==> config.mk <==
export PLATFORM = sky130hd
export DESIGN_NAME = start_stop_source_decoder
export DESIGN_NICKNAME = d
export VERILOG_FILES = /design/src/hdl/source_bit_mux.v /design/src/hdl/start_stop_source_decoder.v
export VERILOG_INCLUDE_DIRS = /design/src /design/src/hdl
export SDC_FILE = /design/constraint.sdc
export NUM_CORES = 1
export LEC_CHECK = 0
export BUFFER_PORTS_ARGS = -buffer_cell sky130_fd_sc_hd__buf_2
export CAP_MARGIN = 25
export CORE_ASPECT_RATIO = 0.7
export CORE_MARGIN = 4
export CORE_UTILIZATION = 30
export CTS_CLUSTER_DIAMETER = 40
export DETAILED_ROUTE_END_ITERATION = 10
export PLACE_DENSITY = 0.54
export SYNTH_ARGS = -nofsm -noshare
export SYNTH_HDL_FRONTEND = slang
export SYNTH_SLANG_ARGS = --single-unit
==> constraint.sdc <==
create_clock -name i_sys_clk -period 3.05 [get_ports i_sys_clk]
set_input_delay 0.305 -clock i_sys_clk [delete_from_list [all_inputs] [get_ports i_sys_clk]]
set_output_delay 0.305 -clock i_sys_clk [all_outputs]
set_load 0.02 [all_outputs]
==> src/hdl/start_stop_consts.vh <==
// Constants for the start/stop source decoder
`ifndef START_STOP_CONSTS_VH
`define START_STOP_CONSTS_VH

// APB register offsets (byte addresses)
`define ADDR_LOC_A_SELECT   12'h0000
`define ADDR_LOC_B_CONFIG   12'h0004
`define ADDR_POINTER_SELECT 12'h0008
`define ADDR_STATUS         12'h000C

// Source selector codes
`define SEL_CONST_ZERO  6'h00
`define SEL_CONST_ONE   6'h01
`define SEL_DIGITAL_IN1 6'h02
`define SEL_DIGITAL_IN4 6'h05
`define SEL_BIDIR_ONE   6'h0A
`define SEL_BIDIR_TWO   6'h0B
`define SEL_TIMED_ONE   6'h12
`define SEL_TIMED_THREE 6'h14
`define SEL_SUPERV_ONE  6'h15
`define SEL_SUPERV_SIX  6'h1A
`define SEL_POINTER     6'h3F

// Location B command modes
`define MODE_NOT_SELECTED      2'h0
`define MODE_SINGLE_SOURCE_RUN 2'h1
`define MODE_RUN_WITH_DIR      2'h2
`define MODE_FWD_REV_RUN       2'h3

// Trigger type
`define TRIG_EDGE  1'b0
`define TRIG_LEVEL 1'b1

// Reset values
`define RST_LOC_A_ONE   6'h02
`define RST_LOC_A_TWO   6'h03
`define RST_LOC_A_THREE 6'h00
`define RST_LOC_B_MODE  2'h0
`define RST_LOC_B_TRIG  1'b1
`define RST_LOC_B_ONE   6'h02
`define RST_LOC_B_TWO   6'h03

`endif

==> src/hdl/source_bit_mux.v <==
// One source selector: code to single command bit
`include "start_stop_consts.vh"
module source_bit_mux (
  input  wire [5:0]  i_select,   // Selector code
  input  wire [3:0]  i_din,      // Debounced digital inputs
  input  wire [1:0]  i_bidir,    // Bidirectional pin inputs
  input  wire [2:0]  i_timed,    // Timed-function status
  input  wire [5:0]  i_superv,   // Supervision status
  input  wire        i_pointer,  // Bit chosen by pointer
  output reg         o_bit       // Selected bit
);
  // Decode selector code to a source bit; unknown codes give zero
  always @* begin
    o_bit = 1'b0;
    if (i_select == `SEL_CONST_ONE) begin
      o_bit = 1'b1;
    end else if (i_select >= `SEL_DIGITAL_IN1 && i_select <= `SEL_DIGITAL_IN4) begin
      o_bit = i_din[i_select[1:0] - 2'd2];
    end else if (i_select == `SEL_BIDIR_ONE || i_select == `SEL_BIDIR_TWO) begin
      o_bit = i_bidir[i_select[0]];
    end else if (i_select >= `SEL_TIMED_ONE && i_select <= `SEL_TIMED_THREE) begin
      o_bit = i_timed[i_select[1:0] - 2'd2];
    end else if (i_select >= `SEL_SUPERV_ONE && i_select <= `SEL_SUPERV_SIX) begin
      // Codes 0x15..0x1A wrap modulo 8 onto bits 0..5
      o_bit = i_superv[i_select[2:0] - 3'd5];
    end else if (i_select == `SEL_POINTER) begin
      o_bit = i_pointer;
    end
  end
endmodule

==> src/hdl/start_stop_source_decoder.v <==
// Start/stop command decoder for external control locations
`include "start_stop_consts.vh"
module start_stop_source_decoder (
  input  wire        i_sys_clk,   // System clock, 100 MHz
  input  wire        i_reset,     // Synchronous reset, active high
  input  wire        i_ce,        // Clock enable, freezes state when low
  input  wire        psel,        // APB select
  input  wire        penable,     // APB enable
  input  wire        pwrite,      // APB write
  input  wire [11:0] paddr,       // APB address
  input  wire [31:0] pwdata,      // APB write data
  output wire        pready,      // APB ready
  output wire        pslverr,     // APB error
  output reg  [31:0] prdata,      // APB read data
  input  wire [3:0]  i_din,       // Debounced digital inputs
  input  wire [1:0]  i_bidir,     // Bidirectional pin inputs
  input  wire [2:0]  i_timed,     // Timed-function status
  input  wire [5:0]  i_superv,    // Supervision status
  input  wire [31:0] i_bit_pool,  // Word for pointer choice
  output wire        o_loc_a_src_one,   // Location A source one bit
  output wire        o_loc_a_src_two,   // Location A source two bit
  output wire        o_loc_a_src_three, // Location A source three bit
  output reg         o_start,     // Start command, level; one-cycle pulse with edge trigger
  output reg         o_stop,      // Stop command, level
  output reg         o_reverse    // Direction of start, 1 reverse
);
  reg  [5:0] loc_a_source_one_select;
  reg  [5:0] loc_a_source_two_select;
  reg  [5:0] loc_a_source_three_select;
  reg  [5:0] loc_b_source_one_select;
  reg  [5:0] loc_b_source_two_select;
  reg  [1:0] loc_b_command_mode;
  reg        loc_b_trigger;
  reg  [4:0] pointer_index;
  reg        prev_one;
  reg        prev_two;
  reg        next_start;
  reg        next_stop;
  reg        next_reverse;
  wire [4:0] sel_bits;
  wire       src_one;
  wire       src_two;
  wire       rise_one;
  wire       rise_two;
  wire       wr_en;
  wire       mapped;

  // Five muxes share one module; pointer bit picked from the pool
  wire       pointer_bit = i_bit_pool[pointer_index];
  wire [29:0] sel_codes = {loc_a_source_one_select, loc_a_source_two_select,
                           loc_a_source_three_select, loc_b_source_one_select,
                           loc_b_source_two_select};
  genvar g;
  generate
    for (g = 0; g < 5; g = g + 1) begin : g_mux
      source_bit_mux u_mux (
        .i_select  (sel_codes[6*g+5:6*g]),
        .i_din     (i_din),
        .i_bidir   (i_bidir),
        .i_timed   (i_timed),
        .i_superv  (i_superv),
        .i_pointer (pointer_bit),
        .o_bit     (sel_bits[g])
      );
    end
  endgenerate
  assign src_two           = sel_bits[0];
  assign src_one           = sel_bits[1];
  assign o_loc_a_src_three = sel_bits[2];
  assign o_loc_a_src_two   = sel_bits[3];
  assign o_loc_a_src_one   = sel_bits[4];

  // APB: zero wait states, unmapped addresses flag an error
  assign pready  = 1'b1;
  assign mapped  = (paddr == `ADDR_LOC_A_SELECT) || (paddr == `ADDR_LOC_B_CONFIG) ||
                   (paddr == `ADDR_POINTER_SELECT) || (paddr == `ADDR_STATUS);
  assign pslverr = psel & penable & ~mapped;
  assign wr_en   = psel & penable & pwrite & mapped & i_ce;

  // Configuration registers written by software
  always @(posedge i_sys_clk) begin
    if (i_reset) begin
      loc_a_source_one_select   <= `RST_LOC_A_ONE;
      loc_a_source_two_select   <= `RST_LOC_A_TWO;
      loc_a_source_three_select <= `RST_LOC_A_THREE;
      loc_b_command_mode        <= `RST_LOC_B_MODE;
      loc_b_trigger             <= `RST_LOC_B_TRIG;
      loc_b_source_one_select   <= `RST_LOC_B_ONE;
      loc_b_source_two_select   <= `RST_LOC_B_TWO;
      pointer_index             <= 5'h00;
    end else if (wr_en) begin
      case (paddr)
        `ADDR_LOC_A_SELECT: begin
          loc_a_source_one_select   <= pwdata[5:0];
          loc_a_source_two_select   <= pwdata[13:8];
          loc_a_source_three_select <= pwdata[21:16];
        end
        `ADDR_LOC_B_CONFIG: begin
          loc_b_command_mode      <= pwdata[1:0];
          loc_b_trigger           <= pwdata[2];
          loc_b_source_one_select <= pwdata[13:8];
          loc_b_source_two_select <= pwdata[21:16];
        end
        `ADDR_POINTER_SELECT: begin
          pointer_index <= pwdata[4:0];
        end
        default: begin
          pointer_index <= pointer_index;
        end
      endcase
    end
  end

  // Read mux; status word shows live commands and source bits
  always @* begin
    prdata = 32'h0000_0000;
    case (paddr)
      `ADDR_LOC_A_SELECT:   prdata = {10'h000, loc_a_source_three_select, 2'b00,
                                      loc_a_source_two_select, 2'b00, loc_a_source_one_select};
      `ADDR_LOC_B_CONFIG:   prdata = {10'h000, loc_b_source_two_select, 2'b00,
                                      loc_b_source_one_select, 5'h00, loc_b_trigger,
                                      loc_b_command_mode};
      `ADDR_POINTER_SELECT: prdata = {27'h000_0000, pointer_index};
      `ADDR_STATUS:         prdata = {27'h000_0000, src_two, src_one,
                                      o_reverse, o_stop, o_start};
      default:              prdata = 32'h0000_0000;
    endcase
  end

  assign rise_one = src_one & ~prev_one;
  assign rise_two = src_two & ~prev_two;

  // Command decode per location B mode
  always @* begin
    next_start   = 1'b0;
    next_stop    = 1'b0;
    next_reverse = o_reverse;
    case (loc_b_command_mode)
      `MODE_NOT_SELECTED: begin
        next_start = 1'b0;
      end
      `MODE_SINGLE_SOURCE_RUN: begin
        next_stop  = ~src_one;
        next_start = (loc_b_trigger == `TRIG_LEVEL) ? src_one : rise_one;
      end
      `MODE_RUN_WITH_DIR: begin
        next_stop  = ~src_one;
        next_start = (loc_b_trigger == `TRIG_LEVEL) ? src_one : rise_one;
        if (next_start) begin
          next_reverse = src_two;
        end
      end
      `MODE_FWD_REV_RUN: begin
        if (src_one == src_two) begin
          next_stop = ~src_one | src_two;
        end else if (src_one) begin
          next_start   = (loc_b_trigger == `TRIG_LEVEL) ? 1'b1 : rise_one;
          next_reverse = 1'b0;
        end else begin
          next_start   = (loc_b_trigger == `TRIG_LEVEL) ? 1'b1 : rise_two;
          next_reverse = 1'b1;
        end
      end
      default: begin
        next_start = 1'b0;
      end
    endcase
  end

  always @(posedge i_sys_clk) begin
    if (i_reset) begin
      prev_one  <= 1'b0;
      prev_two  <= 1'b0;
      o_start   <= 1'b0;
      o_stop    <= 1'b0;
      o_reverse <= 1'b0;
    end else if (i_ce) begin
      prev_one  <= src_one;
      prev_two  <= src_two;
      o_start   <= next_start;
      o_stop    <= next_stop;
      o_reverse <= next_reverse;
    end
  end
endmodule

==> impl_metrics.tcl <==
set metrics [dict create \
    run_status "finished clean" \
    grt_usage_pct 16.1 \
    hold_class "input port to flip-flop" \
    antenna_cells 0 \
    critPathMaxFanout 9 \
    p_leak_uw 0.00202 \
    synth_area_leaders "dfxtp_1, mux2i_1, mux4_2" \
    setup_viol 0 \
    crit_chain "inv_1, ha_1, mux4_2, a22o_1, o2111ai_1, o211ai_4, a31oi_1, nor2_1, buf_2" \
    port_buffers 107 \
    max_stage_delay_ns 0.53 \
    post-synth-top-area-cell "dfxtp_1" \
    crit_required_ns 2.74 \
    clk_pin_slew_ns 0.06 \
    slew_viol_final 0 \
    rsz0062_at_grt "false" \
    power_density_mw_per_mm2 278 \
    critical_path.top_delay_family "compound AO/OA/AOI/OAI gates" \
    synth_edf_count 0 \
    timing.final.crit_period_ns 2.90 \
    r2r_cells 9 \
    vdd_drop_max_v 0.000172 \
    multi_input_area_mm2 0.00287 \
    worst_pin_slew_ns 0.827 \
    layout-drive-gt1-share_pct 25.1 \
    final_core_util_pct 36.8 \
    finalWeightedCongestion 0.882 \
    grt-ovfl-total 0 \
    fin_crit_sh_pct 95.0 \
    clk_path_buf_depth 2 \
    setup_tns_ns 0 \
    drc 0 \
    final_nets 730 \
    clk_latency_ns 0.28 \
    cts-root-buf "clkbuf_16" \
    ys_types 60 \
    grt_pass1_vias 3803 \
    dpl.hpwl_um 10300 \
    ys_ff_latch 43 \
    gr-max-usage-layer "met2" \
    synth_most_common_cell "nand2_1" \
    synthCells 518 \
    clock_sinks 43 \
    core-area_mm2 0.0132 \
    place_ws_ns 0.340 \
    grt_util_met3_pct 1.56 \
    crit_type "flip-flop to output pin" \
    grt_max_degree 45 \
    dr.first_iter.drc_count 357 \
    grt_pass1_wl_um 20300 \
    hold_viol_final 0 \
    crit_slowest_cell "dfxtp_1" \
    worst_ep_arrival_time_ns 2.59 \
    hold_depth 2 \
    h-tree-depth 2 \
    yosys_warnings 0 \
    num_rows 35 \
    cap_violations 0 \
    end_kind "output pin" \
    fin_skew_ns 0.00294 \
    tritoncts "yes" \
    slew_headroom_pct 44.8 \
    fin_ws_ns 0.151 \
    yosysTopAreaCellShare_pct 21.3 \
    avgSynthCellArea_um2 7.80 \
    async_flop_share_pct 0 \
    met2_usage_pct 24.7 \
    worst-path-buf-inv 2 \
    seqCellArea_um2 862 \
    die_w_um 147 \
    initial_core_util_pct 30.6 \
    max_freq_mhz 345 \
    cts_buffers 5 \
    synth-main-ff-cell "dfxtp_1" \
    synth_commonest_cells "nand2_1, nor2_1, a21oi_1, dfxtp_1, mux2i_1" \
    wl_um 12900 \
    ys_seq_area_share_pct 21.3 \
    dr.pass1.iters 4 \
    synthesis.area_mm2 0.00404 \
    start_kind "flip-flop" \
    area_delta_synth_final_pct 20.2 \
    routedWlPerCell_um 16.2 \
    drtAntennaViolNets 0 \
    die_h_um 105 \
    antenna_found_initial 0 \
    fill_cells 1378 \
    via_per_inst 5.00 \
    route.vias.total 3974 \
    cp_num_cells 9 \
    dieArea_mm2 0.0154 \
    gr-usage-met1_pct 24.2 \
    io_pins 137 \
]
==> what timing repair did <==
item / CTS / global route
endpoints found under the setup margin: 0 / 3
resized for setup: 0 / 2
buffers inserted: 0 / 0
hold buffers: 0 / 0
==> stage by stage <==
step	hold WS [ns]	instance area (um2)	total power [uW]	std cells
after global routing	0.249	4850	1400	795
after global placement	0.460	4690	756	788
after floorplan	0.423	4090	685	531
after detailed placement	0.483	4690	759	788
after CTS	0.243	4850	1360	795
final	0.250	4850	1350	795
==> layout make-up <==
cell class / count / share of cell area [%]
well taps: 185 / 4.77
repair buffers: 119 / 12.9
clock inverters: 1 / 0.619
inverters: 29 / 2.24
clock buffers: 6 / 2.65
flip-flops and latches: 43 / 17.8
multi-input cells: 412 / 59.1
==> layout by cell type, fill, tap and decap left out, drive strengths merged, types with 3 or more instances in the layout <==
| master | instances |
|---|---|
| mux2 | 7 |
| o22ai | 3 |
| nor4 | 6 |
| conb | 15 |
| and3 | 8 |
| o211ai | 6 |
| a211o | 6 |
| o221ai | 4 |
| nor3 | 9 |
| a22oi | 5 |
| buf | 119 |
| mux2i | 42 |
| nand3 | 20 |
| a211oi | 4 |
| nand2b | 6 |
| nor2b | 8 |
| dfxtp | 43 |
| ha | 23 |
| clkbuf | 6 |
| inv | 27 |
| mux4 | 14 |
| or3 | 4 |
| a21oi | 43 |
| o21ai | 18 |
| a31oi | 4 |
| o2111ai | 4 |
| xnor2 | 4 |
| nor2 | 51 |
| nand2 | 71 |
==> worst paths after layout <==
path | start | slack, ns | to
worst min register to register | prev_two | 0.49 | prev_two
worst min-delay path | pwdata[17] | 0.25 | loc_b_source_two_select[1]
worst max register to register | loc_b_source_two_select[1] | 0.39 | o_stop
worst max-delay path | loc_b_source_two_select[1] | 0.15 | prdata[4]
==> metal layers <==
layer	part of all wire [%]	routed length, um
met1	48	6170
met2	45	5790
met3	6.6	847
met4	0.55	71
met5	0	0
==> flip-flops by register name (all words and copies together) (netlist names), 2 cells and up <==
name / count
loc_a_source_one_select: 6
loc_a_source_three_select: 6
loc_a_source_two_select: 6
loc_b_source_one_select: 6
loc_b_source_two_select: 6
pointer_index: 5
loc_b_command_mode: 2
==> worst register-to-register path: cells and delay by family (launching register included) <==
kind	cells	cell delay [ns]
AO/OA/AOI/OAI	5	1.01
flip-flops	1	0.53
adder cells (fa/ha/maj)	1	0.34
multiplexers	1	0.30
XOR/XNOR	1	0.21
buffers and inverters	1	0.17
==> power breakdown <==
part           switching, uW  internal [uW]
Combinational            103           79.6
Clock                    218            382
Sequential              1.35            563
==> logic make-up (layout without fill, tap and decap cells) <==
family / after synthesis / in the layout / synth area share [%]
and+or+nand+nor: 196 / 196 / 22.6
AOI/OAI and AO/OA: 109 / 109 / 18.3
buffers and inverters: 76 / 155 / 9.05
muxes: 63 / 63 / 20.2
DFF: 43 / 43 / 21.3
adders and majority gates: 23 / 23 / 7.13
xor gates and xnor gates: 6 / 6 / 1.30
other: 2 / 15 / 0.186
No activity file was read; power rests on OpenSTA's default activity.
